$ cat src/data_ram_partition_regs_regs.svh
// Register offsets, field masks, reset values and status bit positions
// of the data RAM partition block.
// Assumes a byte-addressed register bus with 32-bit aligned words.
`ifndef DATA_RAM_PARTITION_REGS_REGS_SVH
`define DATA_RAM_PARTITION_REGS_REGS_SVH

// Byte offsets of the registers.
`define OFS_KERNEL_PROG_BASE 8'h00
`define OFS_USER_DATA_BASE   8'h04
`define OFS_USER_PROG_BASE   8'h08
`define OFS_RAM_SIZE         8'h0C
`define OFS_PART_STATUS      8'h10

// Only bits 15:10 of a base register hold state; all others read zero.
`define BASE_WRITE_MASK      32'h0000FC00
`define BASE_RESET           32'h00000000

// Fixed capacity of the data RAM in bytes (32 KB).
`define RAM_SIZE_DEFAULT     32'h00008000

// Bit positions in the partition status register.
`define ST_KPROG_OVER_SIZE   0
`define ST_UDATA_OVER_SIZE   1
`define ST_UPROG_OVER_SIZE   2
`define ST_UDATA_NOT_ABOVE   3
`define ST_UPROG_NOT_ABOVE   4
`define ST_WIDTH             5

`endif

$ cat src/data_ram_partition_pkg.sv
// Types and shared arithmetic of the data RAM partition block.
// Assumes nothing beyond the register header.
package data_ram_partition_pkg;

  // Region that a data RAM offset falls into.
  typedef enum logic [2:0] {
    REGION_KERNEL_DATA,
    REGION_KERNEL_PROG,
    REGION_USER_DATA,
    REGION_USER_PROG,
    REGION_OUTSIDE
  } region_e;

  typedef logic [31:0] word_t;

  // A zero base means the region is absent, so it starts where the next one does.
  function automatic word_t effective_start(input word_t base, input word_t fallback);
    effective_start = (base != 32'h00000000) ? base : fallback;
  endfunction : effective_start

endpackage : data_ram_partition_pkg

$ cat src/partition_base_reg.sv
// One partition base register with byte-lane writes and fixed zero bits.
// Assumes write strobes are single-cycle pulses from the bus slave.
`timescale 1ns/1ps
`default_nettype none
`include "data_ram_partition_regs_regs.svh"

module partition_base_reg
  import data_ram_partition_pkg::*;
(
  // Clock and reset.
  input  wire logic        clk_i,
  input  wire logic        rst_i,
  // Write port.
  input  wire logic        wr_i,
  input  wire logic [3:0]  sel_i,
  input  wire logic [31:0] wdata_i,
  // Stored value.
  output logic      [31:0] value_o
);

  typedef struct packed {
    logic [31:0] value;
  } base_state_s;

  base_state_s st;
  base_state_s next_st;
  logic [31:0] lane_mask;

  // Lanes not selected keep their old contents; masked bits never take data.
  always_comb begin
    next_st   = st;
    lane_mask = {{8{sel_i[3]}}, {8{sel_i[2]}}, {8{sel_i[1]}}, {8{sel_i[0]}}};
    if (wr_i) begin
      next_st.value = ((st.value & ~lane_mask) | (wdata_i & lane_mask))
                      & `BASE_WRITE_MASK;
    end
  end

  // The register clears on every reset.
  always_ff @(posedge clk_i) begin
    if (rst_i) begin
      st.value <= `BASE_RESET;
    end else begin
      st <= next_st;
    end
  end

  assign value_o = st.value;

endmodule : partition_base_reg
`default_nettype wire

$ cat src/region_classifier.sv
// Classifies a data RAM offset against the partition boundaries.
// Assumes boundaries are ordered; a misordered set is flagged elsewhere, except user program base below kernel program base with no user data base.
`timescale 1ns/1ps
`default_nettype none

module region_classifier
  import data_ram_partition_pkg::*;
(
  // Clock and reset.
  input  wire logic        clk_i,
  input  wire logic        rst_i,
  // Query.
  input  wire logic        query_valid_i,
  input  wire logic [31:0] query_addr_i,
  // Boundaries.
  input  wire logic [31:0] kprog_start_i,
  input  wire logic [31:0] udata_start_i,
  input  wire logic [31:0] uprog_start_i,
  input  wire logic [31:0] ram_end_i,
  // Answer.
  output logic             region_valid_o,
  output var region_e      region_o
);

  typedef struct packed {
    logic    valid;
    region_e region;
  } class_state_s;

  class_state_s st;
  class_state_s next_st;

  // Four contiguous regions; beyond the RAM end an offset is outside.
  always_comb begin
    next_st       = st;
    next_st.valid = query_valid_i;
    if (query_valid_i) begin
      if (query_addr_i < kprog_start_i) begin
        next_st.region = REGION_KERNEL_DATA;
      end else if (query_addr_i < udata_start_i) begin
        next_st.region = REGION_KERNEL_PROG;
      end else if (query_addr_i < uprog_start_i) begin
        next_st.region = REGION_USER_DATA;
      end else if (query_addr_i < ram_end_i) begin
        next_st.region = REGION_USER_PROG;
      end else begin
        next_st.region = REGION_OUTSIDE;
      end
    end
  end

  // Answer is registered, one cycle after the query.
  always_ff @(posedge clk_i) begin
    if (rst_i) begin
      st.valid  <= 1'b0;
      st.region <= REGION_KERNEL_DATA;
    end else begin
      st <= next_st;
    end
  end

  assign region_valid_o = st.valid;
  assign region_o       = st.region;

endmodule : region_classifier
`default_nettype wire

$ cat src/data_ram_partition_regs.sv
// Top of the data RAM partition block: Wishbone register slave, the
// three partition base registers, the size readout, boundary outputs
// and a region query port for the RAM access path.
// Assumes a classic Wishbone master on clk_i with one request at a time.
//
// Functional notes
// Bits 15:10 of each partition base register are writable and bits 31:16 read zero.
// Bits 9:0 of each base register read zero and ignore writes, giving 1 KB steps.
// A nonzero kernel program base is where the kernel program region begins.
// A nonzero user data base is where the user data region begins.
// A nonzero user program base is where the user program region begins.
// Every reset clears all three base registers to zero.
// With all three bases zero the whole RAM is kernel data.
// Software keeps each base no larger than the reported RAM size.
// Software keeps a nonzero user data base above the kernel program base.
// Software keeps the user program base above the user data base.
// The RAM size register is 32 bits wide and read-only.
// The RAM size register reports the fixed RAM capacity in bytes.
// The RAM splits into kernel data, kernel program, user data and user program in order.
`timescale 1ns/1ps
`default_nettype none
`include "data_ram_partition_regs_regs.svh"

module data_ram_partition_regs
  import data_ram_partition_pkg::*;
#(
  parameter logic [31:0] RAM_SIZE = `RAM_SIZE_DEFAULT,
  parameter int          ADDR_W   = 8
) (
  // Clock and reset.
  input  wire logic              clk_i,
  input  wire logic              rst_i,
  // Wishbone slave.
  input  wire logic              wb_cyc_i,
  input  wire logic              wb_stb_i,
  input  wire logic              wb_we_i,
  input  wire logic [ADDR_W-1:0] wb_adr_i,
  input  wire logic [3:0]        wb_sel_i,
  input  wire logic [31:0]       wb_dat_i,
  output logic      [31:0]       wb_dat_o,
  output logic                   wb_ack_o,
  // Region query from the RAM access path.
  input  wire logic              query_valid_i,
  input  wire logic [31:0]       query_addr_i,
  output logic                   region_valid_o,
  output var region_e            region_o,
  // Partition boundaries for the access checker.
  output logic      [31:0]       kprog_start_o,
  output logic      [31:0]       udata_start_o,
  output logic      [31:0]       uprog_start_o,
  output logic      [31:0]       ram_end_o,
  output logic                   all_kernel_data_o,
  // Programming fault summary.
  output logic                   config_fault_o
);

  // Index of each base register in the small array below.
  localparam int IDX_KPROG = 0;
  localparam int IDX_UDATA = 1;
  localparam int IDX_UPROG = 2;
  localparam int NUM_BASES = 3;

  typedef struct packed {
    logic                   ack;
    logic [31:0]            rdata;
    logic [31:0]            kprog_start;
    logic [31:0]            udata_start;
    logic [31:0]            uprog_start;
    logic                   all_kernel;
    logic [`ST_WIDTH-1:0]   fault;
    logic                   fault_any;
  } top_state_s;

  top_state_s st;
  top_state_s next_st;

  // Bus decode and register file wiring.
  logic                   req;
  logic                   wr_req;
  logic                   rd_req;
  logic [NUM_BASES-1:0]   base_wr;
  logic [31:0]            base_val [NUM_BASES];
  logic [ADDR_W-1:0]      base_ofs [NUM_BASES];

  // Effective region starts before they are registered.
  logic [31:0]            eff_kprog;
  logic [31:0]            eff_udata;
  logic [31:0]            eff_uprog;
  logic [`ST_WIDTH-1:0]   fault_now;

  // Offsets are narrowed to the bus address width here for the write decode; the read decode narrows them again.
  assign base_ofs[IDX_KPROG] = ADDR_W'(`OFS_KERNEL_PROG_BASE);
  assign base_ofs[IDX_UDATA] = ADDR_W'(`OFS_USER_DATA_BASE);
  assign base_ofs[IDX_UPROG] = ADDR_W'(`OFS_USER_PROG_BASE);

  // A request is taken only while ack is low, so a master that drops stb
  // on the edge that samples ack gets one access; stb held past it starts another.
  assign req    = wb_cyc_i & wb_stb_i & ~st.ack;
  assign wr_req = req & wb_we_i;
  assign rd_req = req & ~wb_we_i;

  // Write strobes for the base registers, one per matching offset.
  always_comb begin
    for (int i = 0; i < NUM_BASES; i++) begin
      base_wr[i] = wr_req & (wb_adr_i == base_ofs[i]);
    end
  end

  // The three base registers share one implementation.
  genvar g;
  generate
    for (g = 0; g < NUM_BASES; g++) begin : gen_base
      partition_base_reg u_base (
        .clk_i   (clk_i),
        .rst_i   (rst_i),
        .wr_i    (base_wr[g]),
        .sel_i   (wb_sel_i),
        .wdata_i (wb_dat_i),
        .value_o (base_val[g])
      );
    end
  endgenerate

  // Region starts are resolved from the top down: an absent region
  // collapses to zero length at the start of the one above it.
  always_comb begin
    eff_uprog = effective_start(base_val[IDX_UPROG], RAM_SIZE);
    eff_udata = effective_start(base_val[IDX_UDATA], eff_uprog);
    eff_kprog = effective_start(base_val[IDX_KPROG], eff_udata);
  end

  // Faults are live levels so they clear as soon as software repairs
  // the values; nothing here needs a clear handshake.
  always_comb begin
    fault_now = '0;
    fault_now[`ST_KPROG_OVER_SIZE] = base_val[IDX_KPROG] > RAM_SIZE;
    fault_now[`ST_UDATA_OVER_SIZE] = base_val[IDX_UDATA] > RAM_SIZE;
    fault_now[`ST_UPROG_OVER_SIZE] = base_val[IDX_UPROG] > RAM_SIZE;
    fault_now[`ST_UDATA_NOT_ABOVE] = (base_val[IDX_UDATA] != 32'h00000000)
                                     && (base_val[IDX_UDATA] <= base_val[IDX_KPROG]);
    fault_now[`ST_UPROG_NOT_ABOVE] = (base_val[IDX_UPROG] != 32'h00000000)
                                     && (base_val[IDX_UPROG] <= base_val[IDX_UDATA]);
  end

  // Next state: bus answer, registered boundaries and fault status.
  always_comb begin
    next_st     = st;
    next_st.ack = req;

    // Read data is loaded with the ack and held until the next read.
    if (rd_req) begin
      unique case (wb_adr_i)
        ADDR_W'(`OFS_KERNEL_PROG_BASE): begin
          next_st.rdata = base_val[IDX_KPROG];
        end
        ADDR_W'(`OFS_USER_DATA_BASE): begin
          next_st.rdata = base_val[IDX_UDATA];
        end
        ADDR_W'(`OFS_USER_PROG_BASE): begin
          next_st.rdata = base_val[IDX_UPROG];
        end
        ADDR_W'(`OFS_RAM_SIZE): begin
          next_st.rdata = RAM_SIZE;
        end
        ADDR_W'(`OFS_PART_STATUS): begin
          next_st.rdata = {{(32-`ST_WIDTH){1'b0}}, st.fault};
        end
        default: begin
          // Unmapped offsets still answer, with zero data.
          next_st.rdata = 32'h00000000;
        end
      endcase
    end

    // Writes to the size and status offsets fall through with no effect.
    next_st.kprog_start = eff_kprog;
    next_st.udata_start = eff_udata;
    next_st.uprog_start = eff_uprog;
    next_st.all_kernel  = (base_val[IDX_KPROG] == 32'h00000000)
                          && (base_val[IDX_UDATA] == 32'h00000000)
                          && (base_val[IDX_UPROG] == 32'h00000000);
    next_st.fault       = fault_now;
    next_st.fault_any   = |fault_now;
  end

  // After reset every boundary sits at the RAM end, so the whole RAM
  // classifies as kernel data from the first cycle on.
  always_ff @(posedge clk_i) begin
    if (rst_i) begin
      st.ack         <= 1'b0;
      st.rdata       <= 32'h00000000;
      st.kprog_start <= RAM_SIZE;
      st.udata_start <= RAM_SIZE;
      st.uprog_start <= RAM_SIZE;
      st.all_kernel  <= 1'b1;
      st.fault       <= '0;
      st.fault_any   <= 1'b0;
    end else begin
      st <= next_st;
    end
  end

  // Classification uses the registered boundaries; a base write shows
  // in the answers two cycles after the write is taken.
  region_classifier u_classifier (
    .clk_i          (clk_i),
    .rst_i          (rst_i),
    .query_valid_i  (query_valid_i),
    .query_addr_i   (query_addr_i),
    .kprog_start_i  (st.kprog_start),
    .udata_start_i  (st.udata_start),
    .uprog_start_i  (st.uprog_start),
    .ram_end_i      (RAM_SIZE),
    .region_valid_o (region_valid_o),
    .region_o       (region_o)
  );

  // Outputs come straight from the state register, except ram_end_o, which is the RAM_SIZE constant.
  assign wb_ack_o          = st.ack;
  assign wb_dat_o          = st.rdata;
  assign kprog_start_o     = st.kprog_start;
  assign udata_start_o     = st.udata_start;
  assign uprog_start_o     = st.uprog_start;
  assign ram_end_o         = RAM_SIZE;
  assign all_kernel_data_o = st.all_kernel;
  assign config_fault_o    = st.fault_any;

endmodule : data_ram_partition_regs
`default_nettype wire

$ cat config.mk
export PLATFORM = sky130hd
export DESIGN_NAME = data_ram_partition_regs
export DESIGN_NICKNAME = d
export VERILOG_FILES = /design/src/data_ram_partition_pkg.sv /design/src/partition_base_reg.sv /design/src/region_classifier.sv /design/src/data_ram_partition_regs.sv
export VERILOG_INCLUDE_DIRS = /design/src
export SDC_FILE = /design/constraint.sdc
export NUM_CORES = 1
export LEC_CHECK = 0
export BUFFER_PORTS_ARGS = -buffer_cell sky130_fd_sc_hd__buf_4
export CAP_MARGIN = 0
export CORE_MARGIN = 2
export CORE_UTILIZATION = 40
export DETAILED_ROUTE_END_ITERATION = 8
export HOLD_SLACK_MARGIN = 0.02
export PLACE_DENSITY = 0.85
export SYNTH_ARGS = -nofsm -noshare
export SYNTH_HDL_FRONTEND = slang
export SYNTH_SLANG_ARGS = --single-unit
$ cat constraint.sdc
create_clock -name clk_i -period 2.3 [get_ports clk_i]
set_input_delay 0.345 -clock clk_i [delete_from_list [all_inputs] [get_ports clk_i]]
set_output_delay 0.345 -clock clk_i [all_outputs]
set_load 0.02 [all_outputs]
# Word level (Yosys, flattened, before mapping)
# Cells that the tools add are included.
[word_totals] ff_bits=158 in_bits=82 ram_bits=0 latch_bits=0 wordCells=65 rom_bits=0 memories=0
[classes] n_bitwise=17 n_mux=8 n_mul=0 addsub=0 div=0 n_lt_le_gt_ge=9 eq_ne=4 shifts=0 n_reduce_logical=13
[op_table] operator="32-bit logical NOT" n=3
[op_table] operator="32-bit less-than comparator" n=3
[op_table] operator="32-bit nonzero test" n=3
[op_table] operator="16-bit one-hot mux with 5 select lines" n=1
[op_table] operator="16-bit bitwise AND" n=4
[op_table] operator="16-bit > comparator (second input constant)" n=3
[op_table] operator="16-bit two-way mux" n=3
[op_table] operator="16-bit bitwise OR" n=3
[op_table] operator="16-bit <= comparator" n=2
[op_table] operator="32-bit by 16-bit less-than comparator with 1-bit output (second input constant)" n=1
[op_table] operator="8-bit by 4-bit == test with 1-bit output (second input constant)" n=2
[op_table] operator="16-bit inverter" n=1
[op_table] operator="3-bit two-way mux" n=4
[op_table] operator="8-bit by 3-bit == test with 1-bit output (second input constant)" n=1
[op_table] operator="8-bit by 5-bit == test with 1-bit output (second input constant)" n=1
[op_table] operator="8-bit logical NOT" n=1
[op_table] operator="1-bit bitwise AND" n=7
[op_table] operator="5-bit OR reduction" n=1
[op_table] operator="1-bit logical AND" n=4
[op_table] operator="1-bit inverter" n=2
[op_table] operator="2-bit OR reduction" n=1

# Logic depth before layout (Yosys ltp)
# Gate-level depths: netlist of the first run.
[logic_depth] depth_word=5 mapped_depth=7 mapped_depth_nobuf=7

# Hierarchy
# A second synthesis of the first run with hierarchy kept.
[hier_totals] cells_unflattened=1567 hier_area_um2=12643.4
[by_module_without_submodules] mod="data_ram_partition_regs" seq_area_each_um2=2722.6 area_each_um2=8010.2 cells_each=959 instances=1
[by_module_without_submodules] mod="region_classifier" seq_area_each_um2=80.1 area_each_um2=3259.4 cells_each=449 instances=1
[by_module_without_submodules] mod="partition_base_reg" seq_area_each_um2=120.1 area_each_um2=457.9 cells_each=53 instances=3

# Least setup slack after synthesis of the first run
# OpenSTA, ideal clock, no wires.
[synth_path] path_kind="input-to-reg" start="input query_addr_i[13]" end="register u_classifier.st, in the netlist u_classifier.region_o[1]" cell_stages=6 required_time_ns=2.186 arrival_time_ns=1.710 n_path_buf=0 slack_ns=0.476 cell_sequence="ha_1 > or4_1 > o211ai_1 > a211oi_1 > a32o_1 > a21o_1"
[synth_between] elab_chain_len=5 elab_cells_between_ends=8 cone_classes="4 x order compare; 4 x mux"
[synth_lines] item="start, declared" line_no="data_ram_partition_regs.sv:44" rtl="input wire logic [31:0] query_addr_i,"
[synth_lines] item="32-bit by 16-bit less-than comparator with 1-bit output" line_no="region_classifier.sv:44" rtl="end else if (query_addr_i < ram_end_i) begin"
[synth_lines] item="3-bit two-way mux" line_no="region_classifier.sv:44"
[synth_lines] item="3-bit two-way mux" line_no="region_classifier.sv:42" rtl="end else if (query_addr_i < uprog_start_i) begin"
[synth_lines] item="3-bit two-way mux" line_no="region_classifier.sv:40" rtl="end else if (query_addr_i < udata_start_i) begin"
[synth_lines] item="3-bit two-way mux (*)" line_no="region_classifier.sv:38" rtl="if (query_addr_i < kprog_start_i) begin"
[synth_lines] item="end signal, assigned" line_no="region_classifier.sv:58" rtl="st <= next_st;"
[synth_lines] item="end, declared" line_no="region_classifier.sv:30" rtl="class_state_s st;"
# Every way passes the cells marked *; elsewhere a longest branch is shown, timed or not.
# A chain may end at the register's enable or synchronous reset.

# Final worst setup path of the first run
[layout_path] start="register st, in the netlist kprog_start_o[13]" end="register u_classifier.st, in the netlist u_classifier.region_o[1]"
[layout_between] elab_chain_len=2
[layout_lines] item="start, declared" line_no="data_ram_partition_regs.sv:74" rtl="top_state_s st;"
[layout_lines] item="start signal, assigned" line_no="data_ram_partition_regs.sv:199" rtl="st <= next_st;"
[layout_lines] item="32-bit less-than comparator" line_no="region_classifier.sv:38"
[layout_lines] item="3-bit two-way mux" line_no="region_classifier.sv:38"
# Every way passes these cells.

==> results of run 1 <==
cells in the mapped netlist, drive strengths merged:
cell type,n,share of area
nor2,43,0.039
o21a,2,0.0037
nand3b,1,0.0018
a32o,1,0.0024
or4,4,0.0082
a21bo,1,0.0024
dfxtp,59,0.29
o21bai,1,0.0018
o211ai,2,0.0037
ha,27,0.082
o2111a,1,0.0027
nor2b,8,0.012
conb,2,0.0018
o21ai,14,0.017
a32oi,1,0.0021
nand4b,1,0.0058
a22oi,6,0.011
o32a,1,0.0024
buf,162,0.29
clkbuf,6,0.0055
a21oi,20,0.024
nor4,6,0.0092
nand4,2,0.0031
nand2b,2,0.0031
o31a,1,0.0021
o2111ai,1,0.0021
a22o,5,0.011
or3,1,0.0015
nor3b,1,0.0018
or2,2,0.0031
and2,1,0.0015
mux2i,23,0.056
nand3,13,0.018
inv,30,0.027
a21o,5,0.0092
o22ai,1,0.0015
nor3,5,0.010
and3,1,0.0015
a211oi,2,0.0037
nand2,22,0.020
per-layer routing:
layer | track usage | share of wire
met1 | 0.162 | 0.39
met2 | 0.265 | 0.53
met3 | 0.0402 | 0.068
met4 | 0.0543 | 0.014
met5 | 0 | 0
worst paths after layout:
check,startpoint,endpoint,cells after the start
hold / removal,wb_dat_i[14],register,3
hold reg to reg,wb_dat_o[11],wb_dat_o[11],2
setup / recovery,kprog_start_o[13],u_classifier.region_o[1],7
setup reg to reg,kprog_start_o[13],u_classifier.region_o[1],7
layout make-up:
class,instances,share of cell area
multi-input combinational,359,0.482
sequential,59,0.276
timing repair buffer,81,0.142
tap,133,0.0389
clock buffer,10,0.0299
inverter,30,0.0263
clock inverter,4,0.00468
where the power goes:
group | total, mW | internal, mW | switching, mW | leakage, nW
Clock | 0.750 | 0.370 | 0.380 | 0.0815
Sequential | 1.03 | 1.03 | 0.00178 | 0.476
Combinational | 0.345 | 0.0772 | 0.268 | 1.65
Total | 2.12 | 1.47 | 0.650 | 2.21
worst max-delay path: cells and delay by family, from the launching register on:
kind,cells,cell delay (ns)
compound gates,4,0.68
fa+ha+maj,1,0.26
buf+inv,1,0.07
flops,1,0.38
simple gates,1,0.50
logic make-up after synthesis:
logic type,count (synthesis)
flip-flops,59
adder cells (fa/ha/maj),27
other,2
AND/OR/NAND/NOR,113
multiplexers,23
buffers and inverters,198
AO/OA/AOI/OAI,65
stage by stage:
| stage | hold slack [ns] | util | setup WS, ns | power [mW] |
|---|---|---|---|---|
| 2_1_floorplan | 0.432 | - | 0.476 | 1.47 |
| 5_1_grt | 0.261 | 0.433 | 0.154 | 2.21 |
| 3_5_place_dp | 0.449 | 0.418 | 0.261 | 1.39 |
| 4_1_cts | 0.255 | 0.433 | 0.296 | 2.13 |
| 6_report | 0.259 | 0.433 | 0.317 | 2.12 |
| 3_3_place_gp | 0.441 | 0.418 | 0.290 | 1.38 |
==> results.toml, run 1 <==
[detailed_routing]
drt-total-wl_um = 8330
wire_per_inst_um = 12.3
drt_pass1_iterations = 4
vias_per_cell = 4.33
antenna_left = 0
vias = 2930
drc = 0
drtIter0Drc = 106

[outcome]
status = "finished clean"

[global_route]
overflow = 0
grt_pass1_vias = 2643
grt_max_degree = 51
grt_usage = 0.146
antenna_found_initial = 0
grt_pass1_wl_um = 12900

[die]
pin_count = 249
core_area_sq_um = 9860
die_height_um = 105
die_area_sq_um = 11100
dieWidth_um = 105
rows = 36
initial_core_util = 0.416

[final_layout]
multi_input_area_sq_um = 2060
area_growth_pct = 4.27
regArea_sq_um = 1180
nNetsFinal = 649
fin_area_sq_um = 4280
antennaDiodeCount = 0
final_cell_count_no_fill = 676
fillers = 1020
final_common_cell = "conb_1"
most-common-layout-cells = "conb_1 (131), buf_4 (81), dfxtp_1 (59)"
drive_gt1_frac = 0.190

[logic_synthesis]
seq_area_frac_synth = 0.288
synth-simple-area-share = 0.141
synth_cell_type_count = 45
synth_top_family_by_area = "buffers and inverters"
synth-seq-cells = 59
synthMuxAreaShare = 0.0561
synth_cells = 487
syn_area_per_cell_sq_um = 8.42
synthAdderAreaFrac = 0.0824
yosysWarnings = 0
syn_area_sq_um = 4100
synth_compound_area_frac = 0.103
synthXorXnorAreaFrac = 0

[setup_path]
cp-start-kind = "register"
end_kind = "register"
cp_cell_sequence = "inv_1 > ha_1 > or4_1 > o211ai_1 > a211oi_1 > a32o_1 > a21o_1"
critPathRequiredTime_ns = 2.54
critPathMaxStageDelay_ns = 0.50
cp.arrival_ns = 2.22
path_class = "register to register"
r2r_slack_ns = 0.32
crit_fanout = 4
crit_slowest_cell = "or4_1"

[clock_tree]
htreeDepth = 3
clk_pin_slew_worst_paths_ns = 0.07
clk_root_buffer_cell = "clkbuf_8"
post_cts_buffers = 0
clk_latency_ns = 0.34
cts_sinks = 59
cts_tree = "done"
post_cts_resized = 0
cts_made_buffers = 9
cts.path.max_buffers = 2
hold_buffers = 0

[power_and_ir_drop]
vdd_ir_drop_max_mv = 0.230
pwr_density_cell_nw_per_um2 = 496
p_leak_nw = 2.21

[sta]
max_slew.worst_pin.slew_ns = 0.507
tns_ns = 0
finalSetupViolations = 0
relSlewSlack = 0.662
rsz0062_at_grt = "false"
timing.final.max_slew_violations = 0
fin_skew_ns = 0.00818
min_period_ns = 1.98
finalHoldViolCount = 0
fin_crit_sh = 0.862
fmax_mhz = 504

[placement]
place.port_buffers = 78
dp.cells = 662
place_area_sq_um = 4130
dp_hpwl_um = 6720
routabilityCongestion = 0.832

[flow_run]
drv_cap = 0

[hold_path]
hold_path_class = "input port to register"
Note: power is estimated with default switching activity, not from simulation.
==> run 2: changes to the inputs <==
Settings changed: PLACE_DENSITY 0.85 to 0.65, SLEW_MARGIN set to 20, SYNTH_HIERARCHICAL set to 1.
==> results.toml, run 2 <==
[outcome]
status = "finished clean"

[setup_path]
cp-start-kind = "register"
crit_fanout = 3
critPathRequiredTime_ns = 2.67
reg2regPathDepth = 7
cp.arrival_ns = 2.63
path_class = "register to register"
end_kind = "register"

[sta]
timing.final.max_slew_violations = 0
tns_ns = 0
relSlewSlack = 0.625
timing.final.ws_setup_ns = 0.0346
min_period_ns = 2.27
fin_crit_sh = 0.985
fmax_mhz = 441
fin_skew_ns = 0.0126
holdWs_ns = 0.174
finalSetupViolations = 0
finalHoldViolCount = 0
max_slew.worst_pin.slew_ns = 0.558
rsz0062_at_grt = "true"

[logic_synthesis]
synth-seq-cells = 158
synth_top_cell_by_area = "dfxtp_1"
syn_area_per_cell_sq_um = 8.07
synth_edf_count = 0
yosysTopAreaCellShare = 0.250
synthTopCellsByArea = "dfxtp_1 (25%), ha_1 (19%), buf_4 (14%)"
netlist_top_cells_count = "buf_4 (241), inv_1 (194), ha_1 (188), dfxtp_1 (158), a21oi_1 (117)"
yosysWarnings = 6
synth_cells = 1567
synth_cell_type_count = 56
synth_ff_type = "dfxtp_1"
syn_area_sq_um = 12600
synthArstFlopShare = 0
synth_most_common_cell = "buf_4"
seq_area_frac_synth = 0.250

[die]
pin_count = 249
core_area_sq_um = 31300
die_height_um = 182
die_area_sq_um = 33000
dieWidth_um = 182
rows = 65
initial_core_util = 0.404

[detailed_routing]
antenna_left = 0
vias = 10599
vias_per_cell = 4.92
wire_per_inst_um = 16.5
drc = 0
drt_pass1_iterations = 6
drt-total-wl_um = 35600
drtIter0Drc = 747

[global_route]
grt_max_degree = 48
grt_pass1_vias = 10475
grt_pass1_wl_um = 55700
antenna_found_initial = 0
overflow = 0
grt_usage = 0.214

[power_and_ir_drop]
p_leak_nw = 7.00
vdd_ir_drop_max_mv = 0.514
p_comb_frac = 0.223
seq_power_share = 0.390
pwr_density_cell_nw_per_um2 = 502
p_sw_mw = 2.27
p_sw_frac = 0.306
internal-power_mw = 5.15
p_clk_frac = 0.387

[hold_path]
min_path_cells = 2
hold_path_class = "input port to register"

[clock_tree]
clk_latency_ns = 0.43
cts_tree = "done"
htreeDepth = 4
hold_buffers = 0
cts.path.max_buffers = 2
clk_pin_slew_worst_paths_ns = 0.07
cts_sinks = 158
clk_root_buffer_cell = "clkbuf_16"
cts_made_buffers = 17

[final_layout]
nNetsFinal = 2008
drive_gt1_frac = 0.224
antennaDiodeCount = 0
fillers = 3008
final_util = 0.473
most-common-layout-cells = "buf_4 (298), inv_1 (194), ha_1 (179)"
area_growth_pct = 17.0
final_common_cell = "buf_4"

[placement]
place.port_buffers = 187
place_ws_ns = -0.236
dp_hpwl_um = 29100
routabilityCongestion = 0.989

[flow_run]
drv_cap = 0
-- run 2: cell count changes in the layout (fill, tap and decap cells not counted), sizes merged, moves of 47 or more --
cell   before  now
buf        81  299
dfxtp      59  158
a21oi      20  117
inv        30  200
nor2       43   97
nor2b       8   66
ha         27  188
nand2      22   69
-- run 2: power groups by stage --
stage / Combinational (mW) / Clock, mW / Sequential (mW)
floorplan: 1.22 / 0 / 2.93
global placement: 1.44 / 0 / 2.96
detailed placement: 1.47 / 0 / 2.96
CTS: 1.49 / 2.92 / 2.89
global route: 1.84 / 3.03 / 2.90
finish: 1.66 / 2.87 / 2.90
-- run 2: final cells by class --
type                       count  area (sq um)  share of cell area
clock buffer                  18           429              0.0290
clock inverter                14           175              0.0118
inverter                     194           728              0.0492
multi-input combinational   1068          7510               0.508
sequential                   158          3190               0.216
tap                          402           503              0.0340
timing repair buffer         299          2260               0.153
-- run 2: final timing paths --
kind	start	to	slack [ns]
max	register	config_fault_o	0.03
min	query_valid_i	u_classifier/region_valid_o	0.17
max reg2reg	register	config_fault_o	0.03
min reg2reg	u_classifier/region_o[2]	u_classifier/region_o[2]	0.47
-- run 2: per-stage QoR --
| stage | instances | power [mW] | area (sq um) |
|---|---|---|---|
| 2_1_floorplan | 1704 | 4.15 | 13200 |
| 3_3_place_gp | 2118 | 4.39 | 13900 |
| 3_5_place_dp | 2118 | 4.43 | 13900 |
| 4_1_cts | 2151 | 7.31 | 14600 |
| 5_1_grt | 2153 | 7.78 | 14800 |
| 6_report | 2153 | 7.42 | 14800 |
-- run 2: layer usage --
metal,wire length [um],GRT usage
met5,0,0
met4,1010,0.0732
met3,2000,0.0467
met2,15600,0.336
met1,17000,0.289
-- run 2: critical path, stage by stage (launching register included) --
cell	delay (ns)
dfxtp_1	0.34
buf_4	0.15
ha_1	0.31
nand4_1	0.15
or4_1	0.56
or4_1	0.41
o21ai_1	0.14
or4_1	0.15
-- run 2: timing repair --
action / in CTS / in global routing
gates cloned: 0 / 0
endpoints found under the setup margin: 4 / 13
gates resized for setup: 15 / 44
hold endpoints to repair: 0 / 0
pin swaps: 9 / 15
buffers inserted: 2 / 2
-- run 2: logic make-up after synthesis --
group           count (synthesis)  synth area share
buf+inv                       478             0.215
simple gates                  372             0.150
compound gates                335             0.173
fa+ha+maj                     188             0.186
flops                         158             0.250
mux                            31            0.0245
other cells                     5           0.00148
